**src/core/fcd_pkg.sv**
```systemverilog
// constants and types shared by the flash command decoder ends
// Behaviour
// - program address latched at first strobe edge
// - program data latched at first write edge
// - command cycles are writes, listed reads excepted
// - data bits 15 to 8 ignored in commands
// - address bits 14 and up ignored in commands
// - host avoids bad cycles, resets after errors
// - array reads need no command cycles
// - reset command returns bank to read state; ignored while bypass is set
// - lock verify answers 0000h or 0001h
// - word count is locations minus one
// - buffer addresses stay in one page
// - buffer sequence at most 37 cycles
// - bypass entry is AA, 55, 20 writes
// - short bypass commands only after entry
// - bypass erase 80 then 30/10, 98 query
// - bypass left only by 90 then 00
// - buffer program allowed inside bypass mode
// - B0 suspends running program or erase only
// - 30 resumes only while suspended
// - host never writes 30h as config data
// - config read mode held until reset
// - config low word before high, else kept
package fcd_pkg;
  // ****************************************
  // bus widths and codes
  // ****************************************
  localparam int unsigned ADDR_W       = 24;
  localparam int unsigned DATA_W       = 16;
  localparam int unsigned CMD_ADDR_W   = 11;
  localparam int unsigned BUF_WORDS    = 32;
  localparam int unsigned MAX_BUF_CYC  = 37;
  localparam logic [10:0] UNLOCK_A1    = 11'h555;
  localparam logic [10:0] UNLOCK_A2    = 11'h2AA;
  localparam logic [10:0] QUERY_A      = 11'h055;
  localparam logic [7:0]  C_UNLOCK1    = 8'hAA;
  localparam logic [7:0]  C_UNLOCK2    = 8'h55;
  localparam logic [7:0]  C_RESET      = 8'hF0;
  localparam logic [7:0]  C_IDENT      = 8'h90;
  localparam logic [7:0]  C_PROG       = 8'hA0;
  localparam logic [7:0]  C_BUF_LOAD   = 8'h25;
  localparam logic [7:0]  C_BUF_GO     = 8'h29;
  localparam logic [7:0]  C_ERASE      = 8'h80;
  localparam logic [7:0]  C_CHIP       = 8'h10;
  localparam logic [7:0]  C_SECTOR     = 8'h30;
  localparam logic [7:0]  C_SUSPEND    = 8'hB0;
  localparam logic [7:0]  C_RESUME     = 8'h30;
  localparam logic [7:0]  C_CFG_SET    = 8'hD0;
  localparam logic [7:0]  C_CFG_READ   = 8'hC6;
  localparam logic [7:0]  C_QUERY      = 8'h98;
  localparam logic [7:0]  C_BYPASS     = 8'h20;
  localparam logic [7:0]  C_ZERO       = 8'h00;
  localparam logic [15:0] LOCK_OPEN    = 16'h0000;
  localparam logic [15:0] LOCK_SHUT    = 16'h0001;
  localparam logic [7:0]  ID_LOCK_OFS  = 8'h02;
  localparam logic [15:0] CFG_RESET    = 16'h0000;
  localparam logic [15:0] BUSY_CYCLES  = 16'h0040;

  // ****************************************
  // operations and modes
  // ****************************************
  typedef enum logic [3:0] {
    OP_NONE, OP_PROG, OP_BUF_PROG, OP_CHIP_ERASE, OP_SECT_ERASE,
    OP_SUSPEND, OP_RESUME, OP_CFG_SET, OP_ABORT
  } fcd_op_t;

  typedef enum logic [2:0] {
    MD_ARRAY, MD_IDENT, MD_CFG_READ, MD_QUERY, MD_STATUS
  } fcd_mode_t;
endpackage : fcd_pkg

```
**src/core/fcd_bus_if.sv**
```systemverilog
// command bus between host controller and flash decoder
`timescale 1ns/1ps
interface fcd_bus_if;
  import fcd_pkg::*;
  logic              avd_n;
  logic              ce_n;
  logic              we_n;
  logic              oe_n;
  logic [ADDR_W-1:0] addr;
  logic [DATA_W-1:0] wdata;
  logic [DATA_W-1:0] rdata;
  logic              rvalid;

  modport dev  (input avd_n, ce_n, we_n, oe_n, addr, wdata,
                output rdata, rvalid);
  modport host (output avd_n, ce_n, we_n, oe_n, addr, wdata,
                input rdata, rvalid);
endinterface : fcd_bus_if

```
**src/core/fcd_device.sv**
```systemverilog
// flash command sequence decoder, device end
`timescale 1ns/1ps
module fcd_device
  import fcd_pkg::*;
(
  // clock and reset
  input  wire logic  clk,
  input  wire logic  reset,
  // command bus
  fcd_bus_if.dev     bus,
  // decoded operation
  output fcd_op_t             op,
  output logic                op_valid,
  output logic [ADDR_W-1:0]   op_addr,
  output logic [DATA_W-1:0]   op_data,
  // state
  output fcd_mode_t           mode,
  output logic                bypass,
  output logic                busy,
  output logic                suspended,
  output logic [DATA_W-1:0]   config_word_low,
  output logic [DATA_W-1:0]   config_word_high,
  // user side
  input  wire logic [DATA_W-1:0] array_rdata,
  input  wire logic              sector_locked,
  input  wire logic              timeout_flag_bit
);
  // ****************************************
  // pin synchronisers and edges
  // ****************************************
  logic [3:0] strb_s;
  logic [3:0] strb_d1_q;
  logic [ADDR_W-1:0] addr_s1_q, addr_s2_q;
  logic [DATA_W-1:0] data_s1_q, data_s2_q;

  fcd_sync #(.W(4)) u_sync (
    .clk     (clk),
    .reset   (reset),
    .din     ({bus.avd_n, bus.ce_n, bus.we_n, bus.oe_n}),
    .rst_val (4'hF),
    .dout    (strb_s)
  );

  always_ff @(posedge clk) begin
    addr_s1_q <= bus.addr;
    addr_s2_q <= addr_s1_q;
    data_s1_q <= bus.wdata;
    data_s2_q <= data_s1_q;
  end

  always_ff @(posedge clk) begin
    if (reset) strb_d1_q <= 4'hF;
    else       strb_d1_q <= strb_s;
  end

  logic avd_rise, we_rise, ce_rise, oe_fall;
  assign avd_rise = strb_s[3] & ~strb_d1_q[3];
  assign ce_rise  = strb_s[2] & ~strb_d1_q[2];
  assign we_rise  = strb_s[1] & ~strb_d1_q[1];
  assign oe_fall  = ~strb_s[0] & strb_d1_q[0] & ~strb_s[2];

  // address taken at avd rise or a clock while avd low, first wins
  logic [ADDR_W-1:0] cyc_addr_q;
  logic              addr_held_q;
  always_ff @(posedge clk) begin
    if (reset) begin
      cyc_addr_q  <= '0;
      addr_held_q <= 1'b0;
    end else if (~strb_s[3] & ~addr_held_q) begin
      cyc_addr_q  <= addr_s2_q;
      addr_held_q <= 1'b1;
    end else if (avd_rise & ~addr_held_q) begin
      cyc_addr_q  <= addr_s2_q;
    end else if (strb_s[3] & (we_rise | ce_rise)) begin
      addr_held_q <= 1'b0;
    end
  end

  // write cycle completes on whichever of we or ce rises first
  logic wr_ev;
  logic [DATA_W-1:0] wd;
  assign wr_ev = (we_rise & ~strb_d1_q[2]) | (ce_rise & ~strb_d1_q[1]);
  assign wd    = data_s2_q;

  logic [10:0] ca;
  logic [7:0]  cd;
  assign ca = cyc_addr_q[CMD_ADDR_W-1:0];
  assign cd = wd[7:0];

  // ****************************************
  // sequence state
  // ****************************************
  typedef enum logic [3:0] {
    S_IDLE, S_U1, S_U2, S_PROG, S_E1, S_E2, S_E3, S_E4,
    S_BCNT, S_BDATA, S_BGO, S_CFG0, S_CFG1, S_BY_E, S_BY_X
  } fcd_seq_t;

  fcd_seq_t          seq_q;
  logic [5:0]        left_q;
  logic [5:0]        bcyc_q;
  logic [ADDR_W-1:0] sect_q;
  logic [DATA_W-1:0] cfg_lo_pend_q;
  logic [15:0]       busy_cnt_q;

  logic    go;
  fcd_op_t go_op;
  always_comb begin
    go    = 1'b0;
    go_op = OP_NONE;
    if (wr_ev) begin
      case (seq_q)
        S_PROG: begin go = 1'b1; go_op = OP_PROG; end
        S_E3: if (cd == C_CHIP || cd == C_SECTOR) begin
          go    = 1'b1;
          go_op = (cd == C_CHIP) ? OP_CHIP_ERASE : OP_SECT_ERASE;
        end
        S_BY_E: if (cd == C_CHIP || cd == C_SECTOR) begin
          go    = 1'b1;
          go_op = (cd == C_CHIP) ? OP_CHIP_ERASE : OP_SECT_ERASE;
        end
        S_BGO: if (cd == C_BUF_GO) begin go = 1'b1; go_op = OP_BUF_PROG; end
        S_CFG1: begin go = 1'b1; go_op = OP_CFG_SET; end
        S_IDLE: begin
          if (cd == C_SUSPEND && busy && !suspended) begin
            go = 1'b1; go_op = OP_SUSPEND;
          end else if (cd == C_RESUME && suspended) begin
            go = 1'b1; go_op = OP_RESUME;
          end
        end
        default: ;
      endcase
    end
  end

  always_ff @(posedge clk) begin
    if (reset) begin
      seq_q  <= S_IDLE;
      left_q <= '0;
      bcyc_q <= '0;
      sect_q <= '0;
    end else if (wr_ev) begin
      case (seq_q)
        S_IDLE: begin
          if (bypass) begin
            if (cd == C_PROG)       seq_q <= S_PROG;
            else if (cd == C_ERASE) seq_q <= S_BY_E;
            else if (cd == C_IDENT) seq_q <= S_BY_X;
            else if (cd == C_BUF_LOAD) begin
              seq_q  <= S_BCNT;
              sect_q <= cyc_addr_q;
              bcyc_q <= 6'd3;
            end
          end else if (cd == C_UNLOCK1 && ca == UNLOCK_A1) seq_q <= S_U1;
        end
        S_U1: seq_q <= (cd == C_UNLOCK2 && ca == UNLOCK_A2) ? S_U2 : S_IDLE;
        S_U2: begin
          seq_q <= S_IDLE;
          if (cd == C_PROG)       seq_q <= S_PROG;
          else if (cd == C_ERASE) seq_q <= S_E1;
          else if (cd == C_CFG_SET) seq_q <= S_CFG0;
          else if (cd == C_BUF_LOAD) begin
            seq_q  <= S_BCNT;
            sect_q <= cyc_addr_q;
            bcyc_q <= 6'd3;
          end
        end
        S_E1: seq_q <= (cd == C_UNLOCK1 && ca == UNLOCK_A1) ? S_E2 : S_IDLE;
        S_E2: seq_q <= (cd == C_UNLOCK2 && ca == UNLOCK_A2) ? S_E3 : S_IDLE;
        S_E3: seq_q <= S_IDLE;
        S_BCNT: begin
          left_q <= wd[5:0];
          bcyc_q <= bcyc_q + 6'd1;
          seq_q  <= (wd[5:0] < 6'(BUF_WORDS)) ? S_BDATA : S_IDLE;
        end
        S_BDATA: begin
          bcyc_q <= bcyc_q + 6'd1;
          if (left_q == '0) seq_q <= S_BGO;
          left_q <= left_q - 6'd1;
          if (bcyc_q >= 6'(MAX_BUF_CYC - 1)) seq_q <= S_IDLE;
        end
        S_CFG0: seq_q <= (ca[7:0] == 8'h00) ? S_CFG1 : S_IDLE;
        S_BY_X: seq_q <= S_IDLE;
        default: seq_q <= S_IDLE;
      endcase
    end
  end
  // sixth write is decoded in S_E3; a wrong final code drops to idle

  // ****************************************
  // mode, bypass, config and busy state
  // ****************************************
  always_ff @(posedge clk) begin
    if (reset) begin
      mode   <= MD_ARRAY;
      bypass <= 1'b0;
    end else if (wr_ev) begin
      if (seq_q == S_BY_X && cd == C_ZERO) bypass <= 1'b0;
      else if (seq_q == S_U2 && cd == C_BYPASS && ca == UNLOCK_A1)
        bypass <= 1'b1;
      if (!bypass && cd == C_RESET && seq_q inside {S_IDLE, S_U2})
        mode <= MD_ARRAY;
      else if (seq_q == S_U2 && cd == C_IDENT)  mode <= MD_IDENT;
      else if (seq_q == S_U2 && cd == C_CFG_READ) mode <= MD_CFG_READ;
      else if (cd == C_QUERY && (seq_q == S_IDLE)) mode <= MD_QUERY;
      else if (go && go_op != OP_SUSPEND && go_op != OP_CFG_SET)
        mode <= MD_STATUS;
    end else if (busy_cnt_q == 16'h0001 && mode == MD_STATUS
                 && !timeout_flag_bit) begin
      mode <= MD_ARRAY;
    end
  end

  always_ff @(posedge clk) begin
    if (reset) begin
      config_word_low  <= CFG_RESET;
      config_word_high <= CFG_RESET;
      cfg_lo_pend_q    <= CFG_RESET;
    end else if (wr_ev && seq_q == S_CFG0 && ca[7:0] == 8'h00) begin
      cfg_lo_pend_q <= wd;
    end else if (wr_ev && seq_q == S_CFG1 && ca[7:0] == 8'h01) begin
      config_word_low  <= cfg_lo_pend_q;
      config_word_high <= wd;
    end
  end

  always_ff @(posedge clk) begin
    if (reset) begin
      busy_cnt_q <= '0;
      suspended  <= 1'b0;
    end else if (go && go_op == OP_SUSPEND) begin
      suspended <= 1'b1;
    end else if (go && go_op == OP_RESUME) begin
      suspended <= 1'b0;
    end else if (go && go_op != OP_CFG_SET) begin
      busy_cnt_q <= BUSY_CYCLES;
    end else if (busy_cnt_q != '0 && !suspended) begin
      busy_cnt_q <= busy_cnt_q - 16'h0001;
    end
  end
  // registered so the output comes straight from a flop; one cycle late
  always_ff @(posedge clk) begin
    if (reset) busy <= 1'b0;
    else       busy <= (busy_cnt_q != '0);
  end

  always_ff @(posedge clk) begin
    if (reset) begin
      op       <= OP_NONE;
      op_valid <= 1'b0;
      op_addr  <= '0;
      op_data  <= '0;
    end else begin
      op_valid <= go;
      op       <= go ? go_op : OP_NONE;
      if (go) begin
        op_addr <= (go_op == OP_BUF_PROG) ? sect_q : cyc_addr_q;
        op_data <= wd;
      end
    end
  end

  // ****************************************
  // read path
  // ****************************************
  always_ff @(posedge clk) begin
    if (reset) begin
      bus.rdata  <= '0;
      bus.rvalid <= 1'b0;
    end else begin
      bus.rvalid <= oe_fall;
      if (oe_fall) begin
        case (mode)
          MD_ARRAY:    bus.rdata <= array_rdata;
          MD_IDENT:    bus.rdata <= (cyc_addr_q[7:0] == ID_LOCK_OFS)
                         ? (sector_locked ? LOCK_SHUT : LOCK_OPEN)
                         : '0;
          MD_CFG_READ: bus.rdata <= cyc_addr_q[0] ? config_word_high
                                                  : config_word_low;
          MD_STATUS:   bus.rdata <= {10'h000, timeout_flag_bit, 5'h00};
          default:     bus.rdata <= '0;
        endcase
      end
    end
  end
endmodule : fcd_device

```
**src/core/fcd_sync.sv**
```systemverilog
// two-flop synchroniser for the strobe pins
`timescale 1ns/1ps
module fcd_sync #(
  parameter int unsigned W = 4
) (
  input  wire logic         clk,
  input  wire logic         reset,
  input  wire logic [W-1:0] din,
  input  wire logic [W-1:0] rst_val,
  output logic      [W-1:0] dout
);
  logic [W-1:0] meta_q;

  always_ff @(posedge clk) begin
    if (reset) begin
      meta_q <= '1;
      dout   <= '1;
    end else begin
      meta_q <= din;
      dout   <= meta_q;
    end
  end
  logic unused_rst;
  assign unused_rst = |rst_val;
endmodule : fcd_sync

```
**src/flat_wrapper.sv**
```systemverilog
// flat-port wrapper written by rule: the top's interface ports become plain ports
module fcd_device_flat import fcd_pkg::*;
  (clk, reset, op, op_valid, op_addr, op_data, mode, bypass, busy, suspended, config_word_low, config_word_high, array_rdata, sector_locked, timeout_flag_bit, bus_avd_n, bus_ce_n, bus_we_n, bus_oe_n, bus_addr, bus_wdata, bus_rdata, bus_rvalid);
  fcd_bus_if bus_i ();
  input  wire logic clk;
  input  wire logic reset;
  output fcd_op_t op;
  output logic op_valid;
  output logic [ADDR_W-1:0] op_addr;
  output logic [DATA_W-1:0] op_data;
  output fcd_mode_t mode;
  output logic bypass;
  output logic busy;
  output logic suspended;
  output logic [DATA_W-1:0] config_word_low;
  output logic [DATA_W-1:0] config_word_high;
  input  wire logic [DATA_W-1:0] array_rdata;
  input  wire logic sector_locked;
  input  wire logic timeout_flag_bit;
  input wire logic [$bits(bus_i.avd_n)-1:0] bus_avd_n;
  input wire logic [$bits(bus_i.ce_n)-1:0] bus_ce_n;
  input wire logic [$bits(bus_i.we_n)-1:0] bus_we_n;
  input wire logic [$bits(bus_i.oe_n)-1:0] bus_oe_n;
  input wire logic [$bits(bus_i.addr)-1:0] bus_addr;
  input wire logic [$bits(bus_i.wdata)-1:0] bus_wdata;
  output wire logic [$bits(bus_i.rdata)-1:0] bus_rdata;
  output wire logic [$bits(bus_i.rvalid)-1:0] bus_rvalid;
  assign bus_i.avd_n = bus_avd_n;
  assign bus_i.ce_n = bus_ce_n;
  assign bus_i.we_n = bus_we_n;
  assign bus_i.oe_n = bus_oe_n;
  assign bus_i.addr = bus_addr;
  assign bus_i.wdata = bus_wdata;
  assign bus_rdata = bus_i.rdata;
  assign bus_rvalid = bus_i.rvalid;
  fcd_device u_core (.clk(clk), .reset(reset), .bus(bus_i), .op(op), .op_valid(op_valid), .op_addr(op_addr), .op_data(op_data), .mode(mode), .bypass(bypass), .busy(busy), .suspended(suspended), .config_word_low(config_word_low), .config_word_high(config_word_high), .array_rdata(array_rdata), .sector_locked(sector_locked), .timeout_flag_bit(timeout_flag_bit));
endmodule
```
**config.mk**
```make
export PLATFORM = sky130hd
export DESIGN_NAME = fcd_device_flat
export DESIGN_NICKNAME = d
export VERILOG_FILES = /design/src/core/fcd_pkg.sv /design/src/core/fcd_bus_if.sv /design/src/core/fcd_device.sv /design/src/core/fcd_sync.sv /design/src/flat_wrapper.sv
export SDC_FILE = /design/constraint.sdc
export NUM_CORES = 1
export LEC_CHECK = 0
export BUFFER_PORTS_ARGS = -buffer_cell sky130_fd_sc_hd__buf_2
export CORE_MARGIN = 8
export CORE_UTILIZATION = 61
export DETAILED_ROUTE_END_ITERATION = 16
export PLACE_DENSITY_LB_ADDON = 0.12
export SLEW_MARGIN = 20
export SYNTH_ARGS = -nofsm -noshare
export SYNTH_HDL_FRONTEND = slang
export SYNTH_SLANG_ARGS = --single-unit
```
**constraint.sdc**
```tcl
create_clock -name clk -period 7.2 [get_ports clk]
set_clock_uncertainty 0.1 [all_clocks]
set_input_delay 1.44 -clock clk [delete_from_list [all_inputs] [get_ports clk]]
set_output_delay 1.44 -clock clk [all_outputs]
set_load 0.005 [all_outputs]
```
==> out/summary.txt <==
Status -> completed
# fillers -> 1402
Comb power frac -> 0.099
Worst-Margin Slew -> 1021 ps
WHS Path Cells -> 0
Maximum number of pins on one net before global-route repair -> 114
Die ar. -> 0.02296 sq mm
Peak fanout along the critical path -> 24
Root Driver -> clkbuf_16
Post-DP Area -> 0.01201 sq mm
Unrepaired setup endpoints after global routing -> no
Die Width -> 151.5 um
Clock Path Buffers -> 3
Worst R2R Path Depth -> 6
Clk Latency, worst-skew pair -> 540 ps
Mapped Avg Cell Area -> 9.337 sq um
Total GRT Usage -> 0.2384
Clk pwr share -> 0.419
RePlAce Congestion -> 0.9118
Nets -> 1394
Drt drc -> 0
CTS tree -> yes
Final min period -> 3444 ps
Initial antenna violation count -> 0
Net Sw Frac -> 0.2455
Final hold viol count -> 0
I/O pin cnt -> 164
DR pass1 iterations -> 5
Crit start category -> register
Seq/Total Area, Yosys -> 0.5146
Cell Area, Synth -> 0.01120 sq mm
Power density over cell area -> 278.3 mW/mm^2
Num CTS Buffers -> 28
Initial DRC count -> 651
Initial Util -> 0.6216
Yosys reg bits -> 288
Reg clk slew, reported paths -> 60 ps
Vias -> 9138
Post-CTS Hold Buffers -> 0
Core Box Area -> 0.01802 sq mm
Commonest non-fill, non-tap cell in the layout -> dfxtp_1
Std cell rows -> 49
Setup CP Type -> register to register
Port Buffers -> 162
Seq pwr share -> 0.482
EDFF count, synth -> 0
Routed wire per std cell -> 17.98 um
CP arrival -> 3740 ps
CTS sink cnt -> 288
Vias in the first global route -> 8778
Fin. max-slew vios -> 0
Final WL -> 28330 um
Syn Nets -> 1270
# H-tree levels -> 1
Postcts setup bufs -> 0
Netlist cell types -> 86
Design area -> 0.01299 sq mm
Internal Power -> 2.727 mW
Synth async-reset ratio -> 0
Resize count post-CTS -> 0
Worst path required time -> 7490 ps
First-pass GRT wire length -> 44880 um
F_max -> 0.2904 GHz
HP Class -> register to register
TNS Setup -> 0 ps
Tcrit/Tclk final -> 0.4783
Post-detail-place hpwl -> 18420 um
Max_slew headroom -> 0.3169
Ys flop type -> dfxtp_1
Die Ht -> 151.5 um
Area grow syn2layout -> 15.92%
Most frequent cells in the layout -> 288 x dfxtp_1, 193 x nand2_1, 161 x buf_2
Yosys warnings -> 0
Layout cell share with drive strength beyond 1 -> 0.2095
Synthesized netlist cell count -> 1200
Total gr overflow -> 0
Leakage -> 5.485 nW
Antenna viol nets, final -> 0
Placed cells -> 1523
Max cap viols -> 0
Net Switching -> 887.5 uW
Non-filler instance count after layout -> 1575
Setup violations, final -> 0
Peak VDD IR -> 0.2683 mV
Vias/cell -> 5.802
Critical Path End Type -> register
Diodes inserted -> 0
per-layer routing:
metal	routed length [um]	up-vias	GRT usage	part of all wire
met5	0	-	0	0
met2	12990	340	0.3933	0.46
met4	529	0	0.06516	0.019
met1	12650	4295	0.3197	0.45
met3	2160	52	0.03653	0.076
li1	-	4451	-	-
through the flow:
step / utilization / power (mW) / hold WS, ps / setup WS, ps
2_1_floorplan: - / 2.025 / 209.6 / 4762
5_1_grt: 0.7206 / 3.751 / 233.5 / 3621
6_report: 0.7206 / 3.615 / 224.5 / 3756
3_3_place_gp: 0.6663 / 2.113 / 209.7 / 3530
4_1_cts: 0.7205 / 3.630 / 224.0 / 3819
3_5_place_dp: 0.6663 / 2.123 / 212.1 / 3532
sequential cells by signal, indices dropped and copies added, names as in the netlist, 6 cells and up:
signal	count
u_core.op_addr	24
u_core.config_word_low	16
u_core.data_s1_q	16
u_core.config_word_high	16
u_core.cfg_lo_pend_q	16
u_core.sect_q	24
u_core.addr_s1_q	24
u_core.left_q	6
u_core.cyc_addr_q	24
u_core.bus.rdata	16
u_core.busy_cnt_q	16
u_core.data_s2_q	16
u_core.addr_s2_q	24
u_core.bcyc_q	6
u_core.op_data	16
logic make-up after synthesis:
logic type      Yosys count  share of synthesized area
compound gates          219                     0.1272
mux                     109                     0.1003
fa+ha+maj                 7                   0.007593
buf+inv                  93                    0.03953
flops                   288                     0.5146
xor+xnor                  5                   0.003908
simple gates            478                     0.2066
other cells               1                  0.0003347
synthesized netlist by cell type (all sizes together) (9+ instances only):
master / number / area, sq um
dfxtp: 288 / 5766
nand2: 193 / 724.4
nor2: 122 / 460.5
a21oi: 89 / 445.4
mux2i: 83 / 830.8
clkbuf: 44 / 165.2
buf: 33 / 217.7
o21ai: 31 / 158.9
nor3: 28 / 150.1
mux2: 26 / 292.8
nand3: 19 / 95.09
nor4: 17 / 136.4
inv: 16 / 60.05
a22oi: 15 / 112.6
a211oi: 14 / 110.1
nand4: 13 / 81.33
a31oi: 12 / 75.07
o31ai: 12 / 117.6
or2: 12 / 75.08
nor2b: 11 / 68.82
a21o: 9 / 67.56
final timing paths:
kind | end | slack [ps] | start
worst max register to register | u_core.op_addr[0] | 3760 | u_core.data_s2_q[5]
worst min register to register | u_core.addr_s2_q[11] | 220 | u_core.addr_s1_q[11]
worst min-delay path | u_core.addr_s2_q[11] | 220 | u_core.addr_s1_q[11]
worst max-delay path | u_core.op_addr[0] | 3760 | u_core.data_s2_q[5]
power groups by stage:
stage	combinational, mW	sequential [mW]	clock [mW]
4_1_cts	0.353	1.74	1.54
3_3_place_gp	0.344	1.77	0
5_1_grt	0.397	1.75	1.61
6_report	0.358	1.74	1.52
3_5_place_dp	0.351	1.77	0
2_1_floorplan	0.283	1.74	0
area by class of cell:
cell class / count / area, sq um / area share
flip-flops and latches: 288 / 5766 / 0.4439
multi-input cells: 819 / 5014 / 0.3860
repair buffers: 171 / 884.6 / 0.06811
clock buffers: 43 / 847.1 / 0.06522
well taps: 229 / 286.5 / 0.02206
clock inverters: 9 / 131.4 / 0.01011
inverters: 16 / 60.06 / 0.004624
critical path, stage by stage (launching register included):
cell,delay [ps]
dfxtp_1,680
or4b_4,590
and4bb_1,310
nand4b_2,780
mux2_2,600
mux2i_1,170
nor2_1,70
No activity file was read; power rests on OpenSTA's default activity.
